===== config.mk =====
export PLATFORM = sky130hd
export DESIGN_NAME = pioc_port
export DESIGN_NICKNAME = d
export VERILOG_FILES = /design/src/common/pioc_pkg.sv /design/src/rtl/pioc_port.sv /design/src/rtl/pioc_change_detect.sv
export SDC_FILE = /design/constraint.sdc
export NUM_CORES = 1
export LEC_CHECK = 0
export BUFFER_PORTS_ARGS = -buffer_cell sky130_fd_sc_hd__buf_4
export CAP_MARGIN = 20
export CORE_MARGIN = 10
export CORE_UTILIZATION = 45
export DETAILED_ROUTE_END_ITERATION = 12
export PLACE_DENSITY = 0.74
export SYNTH_ARGS = -nofsm -noshare
export SYNTH_HDL_FRONTEND = slang
export SYNTH_SLANG_ARGS = --single-unit

===== constraint.sdc =====
create_clock -name mclk -period 7.22 [get_ports mclk]
set_input_delay 2.166 -clock mclk [delete_from_list [all_inputs] [get_ports mclk]]
set_output_delay 2.166 -clock mclk [all_outputs]
set_load 0.03 [all_outputs]

===== src/common/pioc_pkg.sv =====
package pioc_pkg;

  // Register word addresses (APB byte addresses, low 16 bits)
  localparam logic [15:0] PIOC_PIN_VALUE_OFS    = 16'h5320;
  localparam logic [15:0] PIOC_ANALOG_SEL_OFS   = 16'h6300;
  localparam logic [15:0] PIOC_DIRECTION_OFS    = 16'h6310;
  localparam logic [15:0] PIOC_OUT_LATCH_OFS    = 16'h6330;
  localparam logic [15:0] PIOC_OPEN_DRAIN_OFS   = 16'h6340;
  localparam logic [15:0] PIOC_PULL_UP_OFS      = 16'h6350;
  localparam logic [15:0] PIOC_PULL_DOWN_OFS    = 16'h6360;
  localparam logic [15:0] PIOC_CHANGE_EN_OFS    = 16'h6380;
  localparam logic [15:0] PIOC_CHANGE_STAT_OFS  = 16'h6390;

  // Alias offsets added to a base address
  localparam logic [3:0]  PIOC_ALIAS_BASE       = 4'h0;
  localparam logic [3:0]  PIOC_ALIAS_CLR        = 4'h4;
  localparam logic [3:0]  PIOC_ALIAS_SET        = 4'h8;
  localparam logic [3:0]  PIOC_ALIAS_TGL        = 4'hC;

  // Reset values
  localparam logic [15:0] PIOC_DIRECTION_RST    = 16'hFFFF;
  localparam logic [15:0] PIOC_ANALOG_SEL_RST   = 16'hFFFF;
  localparam logic [15:0] PIOC_ZERO_RST         = 16'h0000;

  localparam int          PIOC_PINS             = 16;

  typedef enum logic [1:0] {
    PIOC_OP_WRITE = 2'b00,
    PIOC_OP_CLR   = 2'b01,
    PIOC_OP_SET   = 2'b11,
    PIOC_OP_TGL   = 2'b10
  } pioc_op_e;

endpackage


===== src/rtl/pioc_port.sv =====
// The APB interface to the registers was decided locally.
`timescale 1ns/1ps
module pioc_port
  import pioc_pkg::*;
#(
  parameter int PINS = pioc_pkg::PIOC_PINS
) (
  // Clock and reset
  input  wire logic            mclk,
  input  wire logic            rst_b,
  // APB slave
  input  wire logic            psel,
  input  wire logic            penable,
  input  wire logic            pwrite,
  input  wire logic [31:0]     paddr,
  input  wire logic [31:0]     pwdata,
  output logic [31:0]          prdata,
  output logic                 pready,
  output logic                 pslverr,
  // Pins
  input  wire logic [PINS-1:0] pinIn,
  output logic [PINS-1:0]      pinOut,
  output logic [PINS-1:0]      pinOe,
  output logic [PINS-1:0]      pullUpEn,
  output logic [PINS-1:0]      pullDownEn,
  // Analog side
  output logic [PINS-1:0]      analogSelect,
  output logic [PINS-1:0]      analogLevel,
  // Change notification
  output logic                 changeIrq
);
  import pioc_pkg::*;

  // ****************************************
  // Address decode
  // ****************************************
  typedef enum logic [3:0] {
    REG_NONE, REG_PIN, REG_ANA, REG_DIR, REG_LAT,
    REG_ODC, REG_PU, REG_PD, REG_CNEN, REG_CNST
  } pioc_reg_e;

  function automatic pioc_reg_e decodeReg(input logic [31:0] addr);
    logic [15:0] base;
    base = {addr[15:4], 4'h0};
    if (addr[31:16] != 16'h0000 || addr[1:0] != 2'b00) begin
      decodeReg = REG_NONE;
    end else if (base == PIOC_PIN_VALUE_OFS) begin
      decodeReg = REG_PIN;
    end else if (base == PIOC_ANALOG_SEL_OFS) begin
      decodeReg = REG_ANA;
    end else if (base == PIOC_DIRECTION_OFS) begin
      decodeReg = REG_DIR;
    end else if (base == PIOC_OUT_LATCH_OFS) begin
      decodeReg = REG_LAT;
    end else if (base == PIOC_OPEN_DRAIN_OFS) begin
      decodeReg = REG_ODC;
    end else if (base == PIOC_PULL_UP_OFS) begin
      decodeReg = REG_PU;
    end else if (base == PIOC_PULL_DOWN_OFS) begin
      decodeReg = REG_PD;
    end else if (base == PIOC_CHANGE_EN_OFS) begin
      decodeReg = REG_CNEN;
    end else if (base == PIOC_CHANGE_STAT_OFS) begin
      decodeReg = REG_CNST;
    end else begin
      decodeReg = REG_NONE;
    end
  endfunction

  function automatic pioc_op_e decodeOp(input logic [3:0] nib);
    if (nib == PIOC_ALIAS_CLR) begin
      decodeOp = PIOC_OP_CLR;
    end else if (nib == PIOC_ALIAS_SET) begin
      decodeOp = PIOC_OP_SET;
    end else if (nib == PIOC_ALIAS_TGL) begin
      decodeOp = PIOC_OP_TGL;
    end else begin
      decodeOp = PIOC_OP_WRITE;
    end
  endfunction

  function automatic logic [PINS-1:0] applyOp(
    input pioc_op_e        op,
    input logic [PINS-1:0] cur,
    input logic [PINS-1:0] wd
  );
    case (op)
      PIOC_OP_CLR: applyOp = cur & ~wd;
      PIOC_OP_SET: applyOp = cur | wd;
      PIOC_OP_TGL: applyOp = cur ^ wd;
      default:     applyOp = wd;
    endcase
  endfunction

  pioc_reg_e       regSel;
  pioc_op_e        regOp;
  logic            access;
  logic            wrEn;
  logic            setupRd;
  logic            pinRead;
  logic [PINS-1:0] wd;

  assign regSel = decodeReg(paddr);
  assign regOp  = decodeOp(paddr[3:0]);
  assign access = psel & penable;
  assign wrEn   = access & pwrite;
  // Pin sample and reference share one edge
  assign setupRd = psel & ~penable & ~pwrite;
  assign pinRead = setupRd & (regSel == REG_PIN) &
                   (regOp == PIOC_OP_WRITE);
  // Only low pin bits are stored
  assign wd     = pwdata[PINS-1:0];

  // ****************************************
  // Bus handshake
  // ****************************************
  // Zero wait states, read data set up early
  assign pready  = 1'b1;
  assign pslverr = access & (regSel == REG_NONE);

  // ****************************************
  // Registers
  // ****************************************
  logic [PINS-1:0] direction_q;
  logic [PINS-1:0] analogSel_q;
  logic [PINS-1:0] latch_q;
  logic [PINS-1:0] openDrain_q;
  logic [PINS-1:0] pullUp_q;
  logic [PINS-1:0] pullDown_q;
  logic [PINS-1:0] changeEn_q;
  logic [PINS-1:0] pinValue;
  logic [PINS-1:0] changeStatus;

  always_ff @(posedge mclk or negedge rst_b) begin
    if (!rst_b) begin
      direction_q <= PIOC_DIRECTION_RST[PINS-1:0];
    end else if (wrEn && regSel == REG_DIR) begin
      direction_q <= applyOp(regOp, direction_q, wd);
    end
  end

  always_ff @(posedge mclk or negedge rst_b) begin
    if (!rst_b) begin
      analogSel_q <= PIOC_ANALOG_SEL_RST[PINS-1:0];
    end else if (wrEn && regSel == REG_ANA) begin
      analogSel_q <= applyOp(regOp, analogSel_q, wd);
    end
  end

  always_ff @(posedge mclk or negedge rst_b) begin
    if (!rst_b) begin
      latch_q <= PIOC_ZERO_RST[PINS-1:0];
    end else if (wrEn && (regSel == REG_LAT || regSel == REG_PIN)) begin
      latch_q <= applyOp(regOp, latch_q, wd);
    end
  end

  always_ff @(posedge mclk or negedge rst_b) begin
    if (!rst_b) begin
      openDrain_q <= PIOC_ZERO_RST[PINS-1:0];
    end else if (wrEn && regSel == REG_ODC) begin
      openDrain_q <= applyOp(regOp, openDrain_q, wd);
    end
  end

  always_ff @(posedge mclk or negedge rst_b) begin
    if (!rst_b) begin
      pullUp_q <= PIOC_ZERO_RST[PINS-1:0];
    end else if (wrEn && regSel == REG_PU) begin
      pullUp_q <= applyOp(regOp, pullUp_q, wd);
    end
  end

  // Pull-down enables
  always_ff @(posedge mclk or negedge rst_b) begin
    if (!rst_b) begin
      pullDown_q <= PIOC_ZERO_RST[PINS-1:0];
    end else if (wrEn && regSel == REG_PD) begin
      pullDown_q <= applyOp(regOp, pullDown_q, wd);
    end
  end

  always_ff @(posedge mclk or negedge rst_b) begin
    if (!rst_b) begin
      changeEn_q <= PIOC_ZERO_RST[PINS-1:0];
    end else if (wrEn && regSel == REG_CNEN) begin
      changeEn_q <= applyOp(regOp, changeEn_q, wd);
    end
  end

  // ****************************************
  // Pin drivers
  // ****************************************
  genvar g;
  generate
    for (g = 0; g < PINS; g++) begin : gPin
      // Open drain floats the high level
      assign pinOe[g]  = ~direction_q[g] &
                         ~(openDrain_q[g] & latch_q[g]);
      assign pinOut[g] = latch_q[g];
      assign pinValue[g] = pinIn[g] &
                           ~(analogSel_q[g] & direction_q[g]);
    end
  endgenerate

  assign pullUpEn     = pullUp_q;
  assign pullDownEn   = pullDown_q;
  assign analogSelect = analogSel_q;
  // Driven level seen by analog side
  assign analogLevel  = (pinIn & direction_q) |
                        (latch_q & ~direction_q);

  // ****************************************
  // Change notification
  // ****************************************
  // Status since last pin-value read
  pioc_change_detect #(
    .WIDTH        (PINS)
  ) uChange (
    .mclk         (mclk),
    .rst_b        (rst_b),
    .pinLevel     (pinIn),
    .changeEnable (changeEn_q),
    .pinValueRead (pinRead),
    .changeStatus (changeStatus),
    .changeIrq    (changeIrq)
  );

  // ****************************************
  // Read data
  // ****************************************
  logic [PINS-1:0] rdVal;
  always_comb begin
    if (regSel == REG_PIN) begin
      rdVal = pinValue;
    end else if (regSel == REG_ANA) begin
      rdVal = analogSel_q;
    end else if (regSel == REG_DIR) begin
      rdVal = direction_q;
    end else if (regSel == REG_LAT) begin
      rdVal = latch_q;
    end else if (regSel == REG_ODC) begin
      rdVal = openDrain_q;
    end else if (regSel == REG_PU) begin
      rdVal = pullUp_q;
    end else if (regSel == REG_PD) begin
      rdVal = pullDown_q;
    end else if (regSel == REG_CNEN) begin
      rdVal = changeEn_q;
    end else if (regSel == REG_CNST) begin
      rdVal = changeStatus;
    end else begin
      rdVal = '0;
    end
  end

  // Upper bits read zero
  // Loaded at the setup edge, stands through the access cycle
  always_ff @(posedge mclk or negedge rst_b) begin
    if (!rst_b) begin
      prdata <= 32'h0000_0000;
    end else if (setupRd && regOp == PIOC_OP_WRITE) begin
      prdata <= {{(32-PINS){1'b0}}, rdVal};
    end else begin
      prdata <= 32'h0000_0000;
    end
  end

endmodule


===== src/rtl/pioc_change_detect.sv =====
`timescale 1ns/1ps
module pioc_change_detect #(
  parameter int WIDTH = 16
) (
  // Clock and reset
  input  wire logic             mclk,
  input  wire logic             rst_b,
  // Pin state and control
  input  wire logic [WIDTH-1:0] pinLevel,
  input  wire logic [WIDTH-1:0] changeEnable,
  input  wire logic             pinValueRead,
  // Results
  output logic [WIDTH-1:0]      changeStatus,
  output logic                  changeIrq
);

  logic [WIDTH-1:0] refValue_q;
  logic [WIDTH-1:0] status_q;
  logic [WIDTH-1:0] mismatch;

  assign mismatch = (pinLevel ^ refValue_q) & changeEnable;

  // Reference captured at each pin-value read
  always_ff @(posedge mclk or negedge rst_b) begin
    if (!rst_b) begin
      refValue_q <= '0;
    end else if (pinValueRead) begin
      refValue_q <= pinLevel;
    end
  end

  // Mismatch sets status
  // Read restarts tracking; the captured level absorbs any change
  always_ff @(posedge mclk or negedge rst_b) begin
    if (!rst_b) begin
      status_q <= '0;
    end else if (pinValueRead) begin
      status_q <= '0;
    end else begin
      status_q <= status_q | mismatch;
    end
  end

  assign changeStatus = status_q;
  assign changeIrq = |status_q;

endmodule


Word-level counts from Yosys, hierarchy flattened:

Cells that the tools add are included.

* bits in registers: 176
* input port bits: 85
* output and inout bits: 131
* word-level logic and storage cells: 230

* equal/unequal tests: 24
* multiplexer cells: 31
* bitwise operators: 150
* reductions and logical operators: 15

Operator list (number)
* $pmux 16 s3: 7
* $mux 16: 11
* $and 16x16->16: 10
* $or 16x16->16: 9
* $xor 16x16->16: 8
* $eq 12x11->1 const B: 9
* $and 1x1->1: 71
* $not 1->1: 50
* $mux 4: 10
* $not 16->16: 2
* $eq 4x3->1 const B: 5
* $eq 4x4->1 const B: 4
* $reduce_bool 16->1: 1
* $reduce_or 16->1: 1
* $eq 4x2->1 const B: 2
* $logic_and 1x1->1: 8
* $mux 2: 3
* $eq 2x2->1 const B: 2
* $eq 4x1->1 const B: 1
* $logic_not 4->1: 1
* $eq 2x1->1 const B: 1
* $logic_not 2->1: 1
* $logic_or 1x1->1: 2
* $reduce_bool 2->1: 1

Logic depth before layout (Yosys ltp):

Gate-level depths: netlist (run 1).

* depth after elaboration: 22
* mapped depth: 10

By module:

A second synthesis (run 1) with hierarchy kept.

* cells, all modules: 1465
* area total of the unflattened synthesis: 13040.0 µm²

By module, submodules not included
* pioc_port: times used 1, cells an instance 1343, area each 11507.3 µm², sequential area each 3243.1 µm²
* pioc_change_detect: times used 1, cells an instance 122, area each 1532.7 µm², sequential area each 800.8 µm²

Worst setup path before layout (run 1):

No wires, ideal clock.

* kind: in2out
* from: input paddr[6]
* to: output pslverr
* arrival: 3.560 ns
* data required time: 5.054 ns
* path slack: 1.494 ns
* stages on the path: 6
* path through: buf_2 > and3b_1 > o21ai_0 > and2_1 > nand2_1 > a21oi_1

* word-level cells in the longest chain between the ends: 13

Ends and longest elaborated chain
* from (decl): RTL line pioc_port.sv:15 `input wire logic [31:0] paddr,`
* $eq 12x11->1: RTL line pioc_port.sv:63 `end else if (base == PIOC_CHANGE_STAT_OFS) begin`
* $mux 4: RTL line pioc_port.sv:63
* $mux 4: RTL line pioc_port.sv:61 `end else if (base == PIOC_CHANGE_EN_OFS) begin`
* $mux 4: RTL line pioc_port.sv:59 `end else if (base == PIOC_PULL_DOWN_OFS) begin`
* $mux 4: RTL line pioc_port.sv:57 `end else if (base == PIOC_PULL_UP_OFS) begin`
* $mux 4: RTL line pioc_port.sv:55 `end else if (base == PIOC_OPEN_DRAIN_OFS) begin`
* $mux 4: RTL line pioc_port.sv:53 `end else if (base == PIOC_OUT_LATCH_OFS) begin`
* $mux 4: RTL line pioc_port.sv:51 `end else if (base == PIOC_DIRECTION_OFS) begin`
* $mux 4: RTL line pioc_port.sv:49 `end else if (base == PIOC_ANALOG_SEL_OFS) begin`
* $mux 4 *: RTL line pioc_port.sv:47 `end else if (base == PIOC_PIN_VALUE_OFS) begin`
* $mux 4 *: RTL line pioc_port.sv:45 `if (addr[31:16] != 16'h0000 || addr[1:0] != 2'b00) begin`
* $logic_not 4->1 *: RTL line pioc_port.sv:119 `assign pslverr = access & (regSel == REG_NONE);`
* $and 1x1->1 *: RTL line pioc_port.sv:119
* to (decl): RTL line pioc_port.sv:19 `output logic pslverr,`

Mark *: on every way between the ends. The rest lies on a longest branch, timed or not.

Worst setup path in the final report (run 1):

* from: input paddr[4]
* to: output pslverr

Same word-level chain as after synthesis.

==> out/metrics.yaml, run 1 <==
status:
  run_status: "complete, no violations"
cts:
  cts_resized: 0
  post_cts.repair.setup_buffers: 0
  clock_latency_ns: 0.44
  cts_buffer_depth: 2
  htree_num_levels: 4
  clock-sinks: 160
  cts_tree: "yes"
  clockRootBuffer: "clkbuf_16"
  clkTransAtPathRegs_ns: 0.07
  cts_hold_buf: 0
  cts_buffers: 17
power:
  cellLeakagePower_nw: 6.86
  p_int_mw: 1.55
  cellPowerDensity_nw_per_um2: 142
  ir_drop_v: 0.000123
  p_switching_uw: 589
  pwr-share-comb: 0.120
  pwr-share-clk: 0.461
  seqPwrFrac: 0.419
  p_sw_frac: 0.275
hold_path:
  hold_path_depth: 2
  hold_start: "uChange.refValue_q[8]"
  min_path_type: "flop to flop"
  hold_end: "uChange.refValue_q[8]"
critical_path:
  arrival_ns: 3.86
  r2r_start: "pullDownEn[9]"
  reg2reg_depth: 5
  cp-end-kind: "output port"
  cp-start-kind: "primary input"
  cp_max_fo: 6
  worstSetupPathType: "primary input to output port"
  reg2reg_to: "prdata[9]"
  critical_path_required_ns: 5.05
  r2r_slack_ns: 5.66
timing:
  finalClockSkew_ns: 0.0103
  hold_violations: 0
  final.min_clock_period_ns: 6.02
  setup_violations: 0
  worst_pin_slew_ns: 1.17
  max_freq_ghz: 0.166
  timing.setup.tns_ns: 0
  slew_headroom: 0.219
  fin_ws_ns: 1.20
  timing.final.crit_share: 0.834
  drv_slew: 0
  rsz0062_at_grt: "false"
logic_synthesis:
  ys_seq_area_frac: 0.316
  ys_ff_latch: 160
  avgSynthCellArea_um2: 8.71
  syn_inst: 1471
  async_flop_share: 1.00
  yosysUniqueCellTypes: 51
  synth_edf_count: 0
  synth_top_flop_cell: "dfrtp_1"
  netlist_area_um2: 12800
  yosysWarnings: 0
floorplan:
  die_w_um: 189
  io_pins: 216
  core_area_um2: 27900
  rows: 61
  die_h_um: 189
  start_util: 0.459
  die_area_um2: 35600
layout:
  mostFrequentLayoutCells: "ha_1 (224), nand2_1 (214), buf_4 (206)"
  nFillCells: 2543
  area_growth_pct: 17.8
  design_area_um2: 15100
  fin_util: 0.540
  layout_commonest_cell: "ha_1"
  final_layout_size_suffix_gt1_frac: 0.199
  final_nets: 1913
global_route:
  grt_pass1_wl_um: 69700
  antenna_found_initial: 3
  grt_max_degree: 108
  gr-total-overflow: 0
  grt_use_total: 0.245
  grt_pass1_vias: 12300
drt:
  wl_per_cell_um: 22.6
  vias_per_cell: 6.18
  dr_wl_met2_um: 21600
  final_antenna_net_count: 0
  highest_layer: "met5"
  first_pass_iters: 6
  wl_met1_um: 17300
  dr.first_iter.drc_count: 1247
  wl_met3_um: 4290
  routed-via-count: 12300
  wl_um: 45200
  drc: 0
placement:
  hpwl_um: 30600
  globalplace.congestion: 0.883
  port_buffers: 182
  place_ws_ns: 1.30
  place_area_um2: 14500
flow_run:
  cap_viol_max_count: 0
==> final cells by class <==
class	instances	area, µm²	area share
Clock buffer	20	457	0.0303
Tap cell	378	473	0.0313
Inverter	128	480	0.0318
Clock inverter	12	160	0.0106
Timing Repair Buffer	208	1590	0.105
Multi-Input combinational cell	1089	7900	0.523
Sequential cell	160	4040	0.268
Antenna cell	1	2.50	0.000166
==> how the worst max path moves through the flow <==
stage,end,slack [ns],cells after the start,from
floorplan,pslverr,1.49,6,paddr[6]
global placement,pslverr,1.33,7,paddr[4]
detailed placement,pslverr,1.30,7,paddr[6]
CTS,pslverr,1.27,7,paddr[6]
global route,pslverr,1.08,7,paddr[6]
finish,pslverr,1.20,7,paddr[4]
==> power groups by stage <==
stage / sequential (mW) / clock, mW / combinational, mW
CTS: 0.897 / 0.985 / 0.253
floorplan: 0.914 / 0 / 0.150
global route: 0.897 / 1.02 / 0.286
finish: 0.897 / 0.986 / 0.257
global placement: 0.914 / 0 / 0.240
detailed placement: 0.914 / 0 / 0.251
==> worst max-delay path: stages <==
cell and delay, ns:
buf_4 0.12, nand2b_1 0.19, a21oi_1 0.09, o21ai_0 0.70, nand2_1 0.16, a21oi_1 0.24, buf_4 0.20
==> metrics by stage <==
step / hold slack [ns] / instances / power (mW)
final: 0.495 / 1996 / 2.14
after CTS: 0.499 / 1994 / 2.14
after global routing: 0.527 / 1996 / 2.20
after floorplan: 0.465 / 1486 / 1.06
after detailed placement: 0.482 / 1962 / 1.16
after global placement: 0.477 / 1962 / 1.15
==> cells by family after synthesis <==
family	count (synthesis)	synth area share
DFF	160	0.316
AOI/OAI and AO/OA	499	0.256
xor gates and xnor gates	19	0.0130
adders and majority gates	224	0.219
muxes	6	0.00469
other	2	0.000586
buffers and inverters	237	0.0793
and+or+nand+nor	324	0.113
==> synth_stat cells, drive strengths merged (4+ instances only) <==
| library cell | n | area share |
|---|---|---|
| ha | 224 | 0.22 |
| nor4 | 11 | 0.0078 |
| xor2 | 19 | 0.013 |
| dfrtp | 128 | 0.25 |
| nand3 | 14 | 0.0059 |
| a211oi | 7 | 0.0041 |
| o21a | 6 | 0.0035 |
| a221oi | 136 | 0.093 |
| inv | 128 | 0.037 |
| and3 | 4 | 0.0020 |
| mux2i | 6 | 0.0047 |
| dfstp | 32 | 0.066 |
| nand4 | 11 | 0.0059 |
| a221o | 7 | 0.0055 |
| o2111ai | 9 | 0.0062 |
| and2 | 4 | 0.0020 |
| a32oi | 9 | 0.0062 |
| a21oi | 84 | 0.033 |
| buf | 38 | 0.021 |
| o21ai | 228 | 0.097 |
| nand2b | 4 | 0.0020 |
| nor2 | 46 | 0.013 |
| o22ai | 6 | 0.0029 |
| clkbuf | 71 | 0.021 |
| nand2 | 214 | 0.063 |
==> sequential cells by signal, indices dropped and copies added (netlist names) <==
register              cells
openDrain_q              16
analogSelect             16
uChange.refValue_q       16
pullUpEn                 16
changeEn_q               16
prdata                   16
pullDownEn               16
uChange.changeStatus     16
pinOut                   16
direction_q              16
==> routing by layer <==
| layer | track usage | vias up |
|---|---|---|
| li1 | - | 5525 |
| met1 | 0.289 | 5928 |
| met2 | 0.408 | 738 |
| met3 | 0.0600 | 134 |
| met4 | 0.116 | 4 |
| met5 | 0 | - |
(Power assumes the default switching activity.)
==> run 2, diff against run 1 <==
--- a/config.mk
+++ b/config.mk
@@ -5,6 +5,7 @@
 export SDC_FILE = /design/constraint.sdc
 export NUM_CORES = 1
 export LEC_CHECK = 0
+export ABC_AREA = 1
 export BUFFER_PORTS_ARGS = -buffer_cell sky130_fd_sc_hd__buf_4
 export CAP_MARGIN = 20
 export CORE_MARGIN = 10
==> constraint.sdc (replaced) <==
create_clock -name mclk -period 5.96 [get_ports mclk]
set_input_delay 1.788 -clock mclk [delete_from_list [all_inputs] [get_ports mclk]]
set_output_delay 1.788 -clock mclk [all_outputs]
set_load 0.03 [all_outputs]
==> out/metrics.yaml, run 2 <==
hold_path:
  hold_path_depth: 2  # unchanged
  min_path_type: "flop to flop"
  hold_end: "uChange.refValue_q[9]"
  hold_start: "uChange.refValue_q[9]"
critical_path:
  r2r_slack_ns: 4.38  # -1.28 ns
  cp-start-kind: "primary input"
  cp_max_fo: 6  # unchanged
  reg2reg_to: "direction_q[8]"
  arrival_ns: 3.43  # -0.43 ns
  r2r_start: "direction_q[8]"
  path_common_cell: "nor2_4"
  worstSetupPathType: "primary input to output port"
  cp_cell_sequence: "buf_4, nor2_1, nand3_1, nor2_4, nand3_2, nor2_4, nor2_4, nand3_1, nor3_1, buf_4"
  max_stage_delay_ns: 0.32  # -0.38 ns
  cp-end-kind: "output port"
  critical_path_required_ns: 4.17  # -0.88 ns
  cpMaxStageDelayCell: "nor2_1"
  reg2reg_depth: 6  # +1
logic_synthesis:
  ys_ff_latch: 160  # unchanged
  synth-simple-area-share: 0.177  # +0.0643
  synth_commonest_cells: "nand2_1 (320), inv_1 (227), ha_1 (224), a21oi_1 (166), nor2_1 (165)"
  async_flop_share: 1.00  # unchanged
  synth_fa_ha_area_frac: 0.209  # -0.00948
  synth_most_common_cell: "nand2_1"
  synth_top_flop_cell: "dfrtp_1"
  yosysTopAreaCell: "dfrtp_1"
  avgSynthCellArea_um2: 7.56  # -13%
  synthMuxAreaShare: 0.0120  # +0.00727
  yosysWarnings: 0  # unchanged
  synth_edf_count: 0  # unchanged
  netlist_top_cells_area: "dfrtp_1 (24%), ha_1 (21%), nand2_1 (9.0%)"
  yosysUniqueCellTypes: 39  # -24%
  synth.top_cell.area_share: 0.239  # -0.0108
  synth_compound_area_frac: 0.197  # -0.0582
  netlist_area_um2: 13400  # +4.5%
  synth_xor_xnor_area_share: 0  # -0.0130
  ys_seq_area_frac: 0.302  # -0.0137
  synth_top_family_by_area: "adder cells"
  syn_inst: 1771  # +20%
floorplan:
  die_w_um: 193  # +2.0%
  die_h_um: 193  # +2.0%
  core_area_um2: 29500  # +5.5%
  rows: 63  # +3.3%
  start_util: 0.454  # -0.00437
  die_area_um2: 37100  # +4.0%
  io_pins: 216  # unchanged
cts:
  cts_tree: "yes"
  cts_hold_buf: 0  # unchanged
  htree_num_levels: 4  # unchanged
  cts_buffers: 17  # unchanged
  clock-sinks: 160  # unchanged
  clockRootBuffer: "clkbuf_16"
  clkTransAtPathRegs_ns: 0.08  # about the same
  cts_buffer_depth: 2  # unchanged
  cts_resized: 0  # unchanged
  clock_latency_ns: 0.45  # about the same
  post_cts.repair.setup_buffers: 0  # unchanged
timing:
  slew_headroom: 0.378  # +0.159
  rsz0062_at_grt: "false"
  setup_violations: 0  # unchanged
  timing.final.crit_share: 0.875
  worst_pin_slew_ns: 0.933  # -0.234 ns
  drv_slew: 0  # unchanged
  timing.setup.tns_ns: 0  # unchanged
  hold_violations: 0  # unchanged
  finalClockSkew_ns: 0.0112  # +0.000828 ns
  max_freq_ghz: 0.192
  final.min_clock_period_ns: 5.21
flow_run:
  cap_viol_max_count: 0  # unchanged
global_route:
  met2_usage: 0.411  # +0.00218
  busiest_layer: "met2"
  grt_pass1_wl_um: 70900  # +1.8%
  grt_use_met3: 0.0520  # -0.00797
  use_met1: 0.289  # -0.000683
  grt_use_total: 0.243  # -0.00196
  grt_pass1_vias: 12900  # +4.3%
  antenna_found_initial: 0  # -3
  grt_max_degree: 113  # +4.6%
  gr-total-overflow: 0  # unchanged
layout:
  layout_commonest_cell: "nand2_1"
  area_growth_pct: 17.0
  final-seq-area_um2: 4040  # unchanged
  final_layout_size_suffix_gt1_frac: 0.159  # -0.0392
  design_area_um2: 15700  # +3.8%
  antenna_cells: 0  # -1
  mostFrequentLayoutCells: "nand2_1 (320), inv_1 (226), ha_1 (224)"
  nFillCells: 2724  # +7.1%
  final_nets: 2223  # +16%
  multiInputGateArea_um2: 8060  # +2.0%
status:
  run_status: "complete, no violations"
drt:
  dr.first_iter.drc_count: 1180  # -5.4%
  vias_per_cell: 5.61  # -9.1%
  wl_um: 45600  # +0.97%
  first_pass_iters: 8  # +2
  routed-via-count: 13000  # +5.5%
  final_antenna_net_count: 0  # unchanged
  wl_per_cell_um: 19.7  # -13%
  drc: 0  # unchanged
placement:
  place_area_um2: 15100  # +4.2%
  port_buffers: 182  # unchanged
  hpwl_um: 32000  # +4.7%
  globalplace.congestion: 0.924  # +4.7%
power:
  cellLeakagePower_nw: 7.46  # +8.7%
  p_total_mw: 2.57  # +20%
  cellPowerDensity_nw_per_um2: 164  # +16%
  ir_drop_v: 0.000178  # +44%
## run 2: cell types whose count changed in the layout (fill, tap and decap cells not counted), moves of 15 or more
cell,previous run,this run
a21boi_0,0,15
o21ai_2,28,1
a221oi_1,136,0
inv_1,128,226
o2111ai_1,9,32
nor2_1,45,163
xor2_1,18,0
a31oi_1,2,80
o21ai_0,186,156
nand2_1,214,320
a21oi_1,84,166
## run 2: kinds of logic (layout without fill, tap and decap cells)
| kind of cell | count (synthesis) | after routing |
|---|---|---|
| other | 2 | 17 |
| and+or+nand+nor | 565 | 565 |
| DFF | 160 | 160 |
| adders and majority gates | 224 | 224 |
| AOI/OAI and AO/OA | 473 | 473 |
| buffers and inverters | 331 | 472 |
| muxes | 16 | 16 |
## run 2: critical path, delay by kind of cell
| family | cells | cell delay (ns) |
|---|---|---|
| buffers and inverters | 2 | 0.29 |
| AND/OR/NAND/NOR | 8 | 1.34 |
## run 2: final cells by class
class / count / area share
Multi-Input combinational cell: 1295 / 0.514
Sequential cell: 160 / 0.258
Clock buffer: 17 / 0.0271
Clock inverter: 15 / 0.0122
Inverter: 237 / 0.0569
Timing Repair Buffer: 203 / 0.101
Tap cell: 390 / 0.0311
## run 2: per-stage QoR
step           utilization  hold WS, ns  setup slack, ns  cells
4_1_cts              0.532        0.512            0.707   2317
3_3_place_gp         0.511        0.488            0.719   2285
5_1_grt              0.532        0.536            0.605   2317
6_report             0.532        0.511            0.746   2317
2_1_floorplan            -        0.474            0.795   1786
3_5_place_dp         0.511        0.493            0.714   2285
## run 2: how the worst max path moves through the flow
| stage | startpoint | cells past startpoint | endpoint |
|---|---|---|---|
| finish | paddr[1] | 10 | pslverr |
| global route | paddr[1] | 10 | pslverr |
| CTS | paddr[1] | 10 | pslverr |
| detailed placement | paddr[1] | 10 | pslverr |
| global placement | paddr[1] | 10 | pslverr |
| floorplan | paddr[14] | 10 | pslverr |
## run 2: power breakdown
part / internal, mW / total [mW] / switching, mW
Combinational: 0.0903 / 0.292 / 0.202
Sequential: 1.09 / 1.09 / 0.0000000409
Clock: 0.642 / 1.19 / 0.552
## run 2: per-layer routing
layer,routed length [µm],share of wire
met5,0,0
met4,1920,0.042
met3,4250,0.093
met2,21900,0.48
met1,17500,0.38
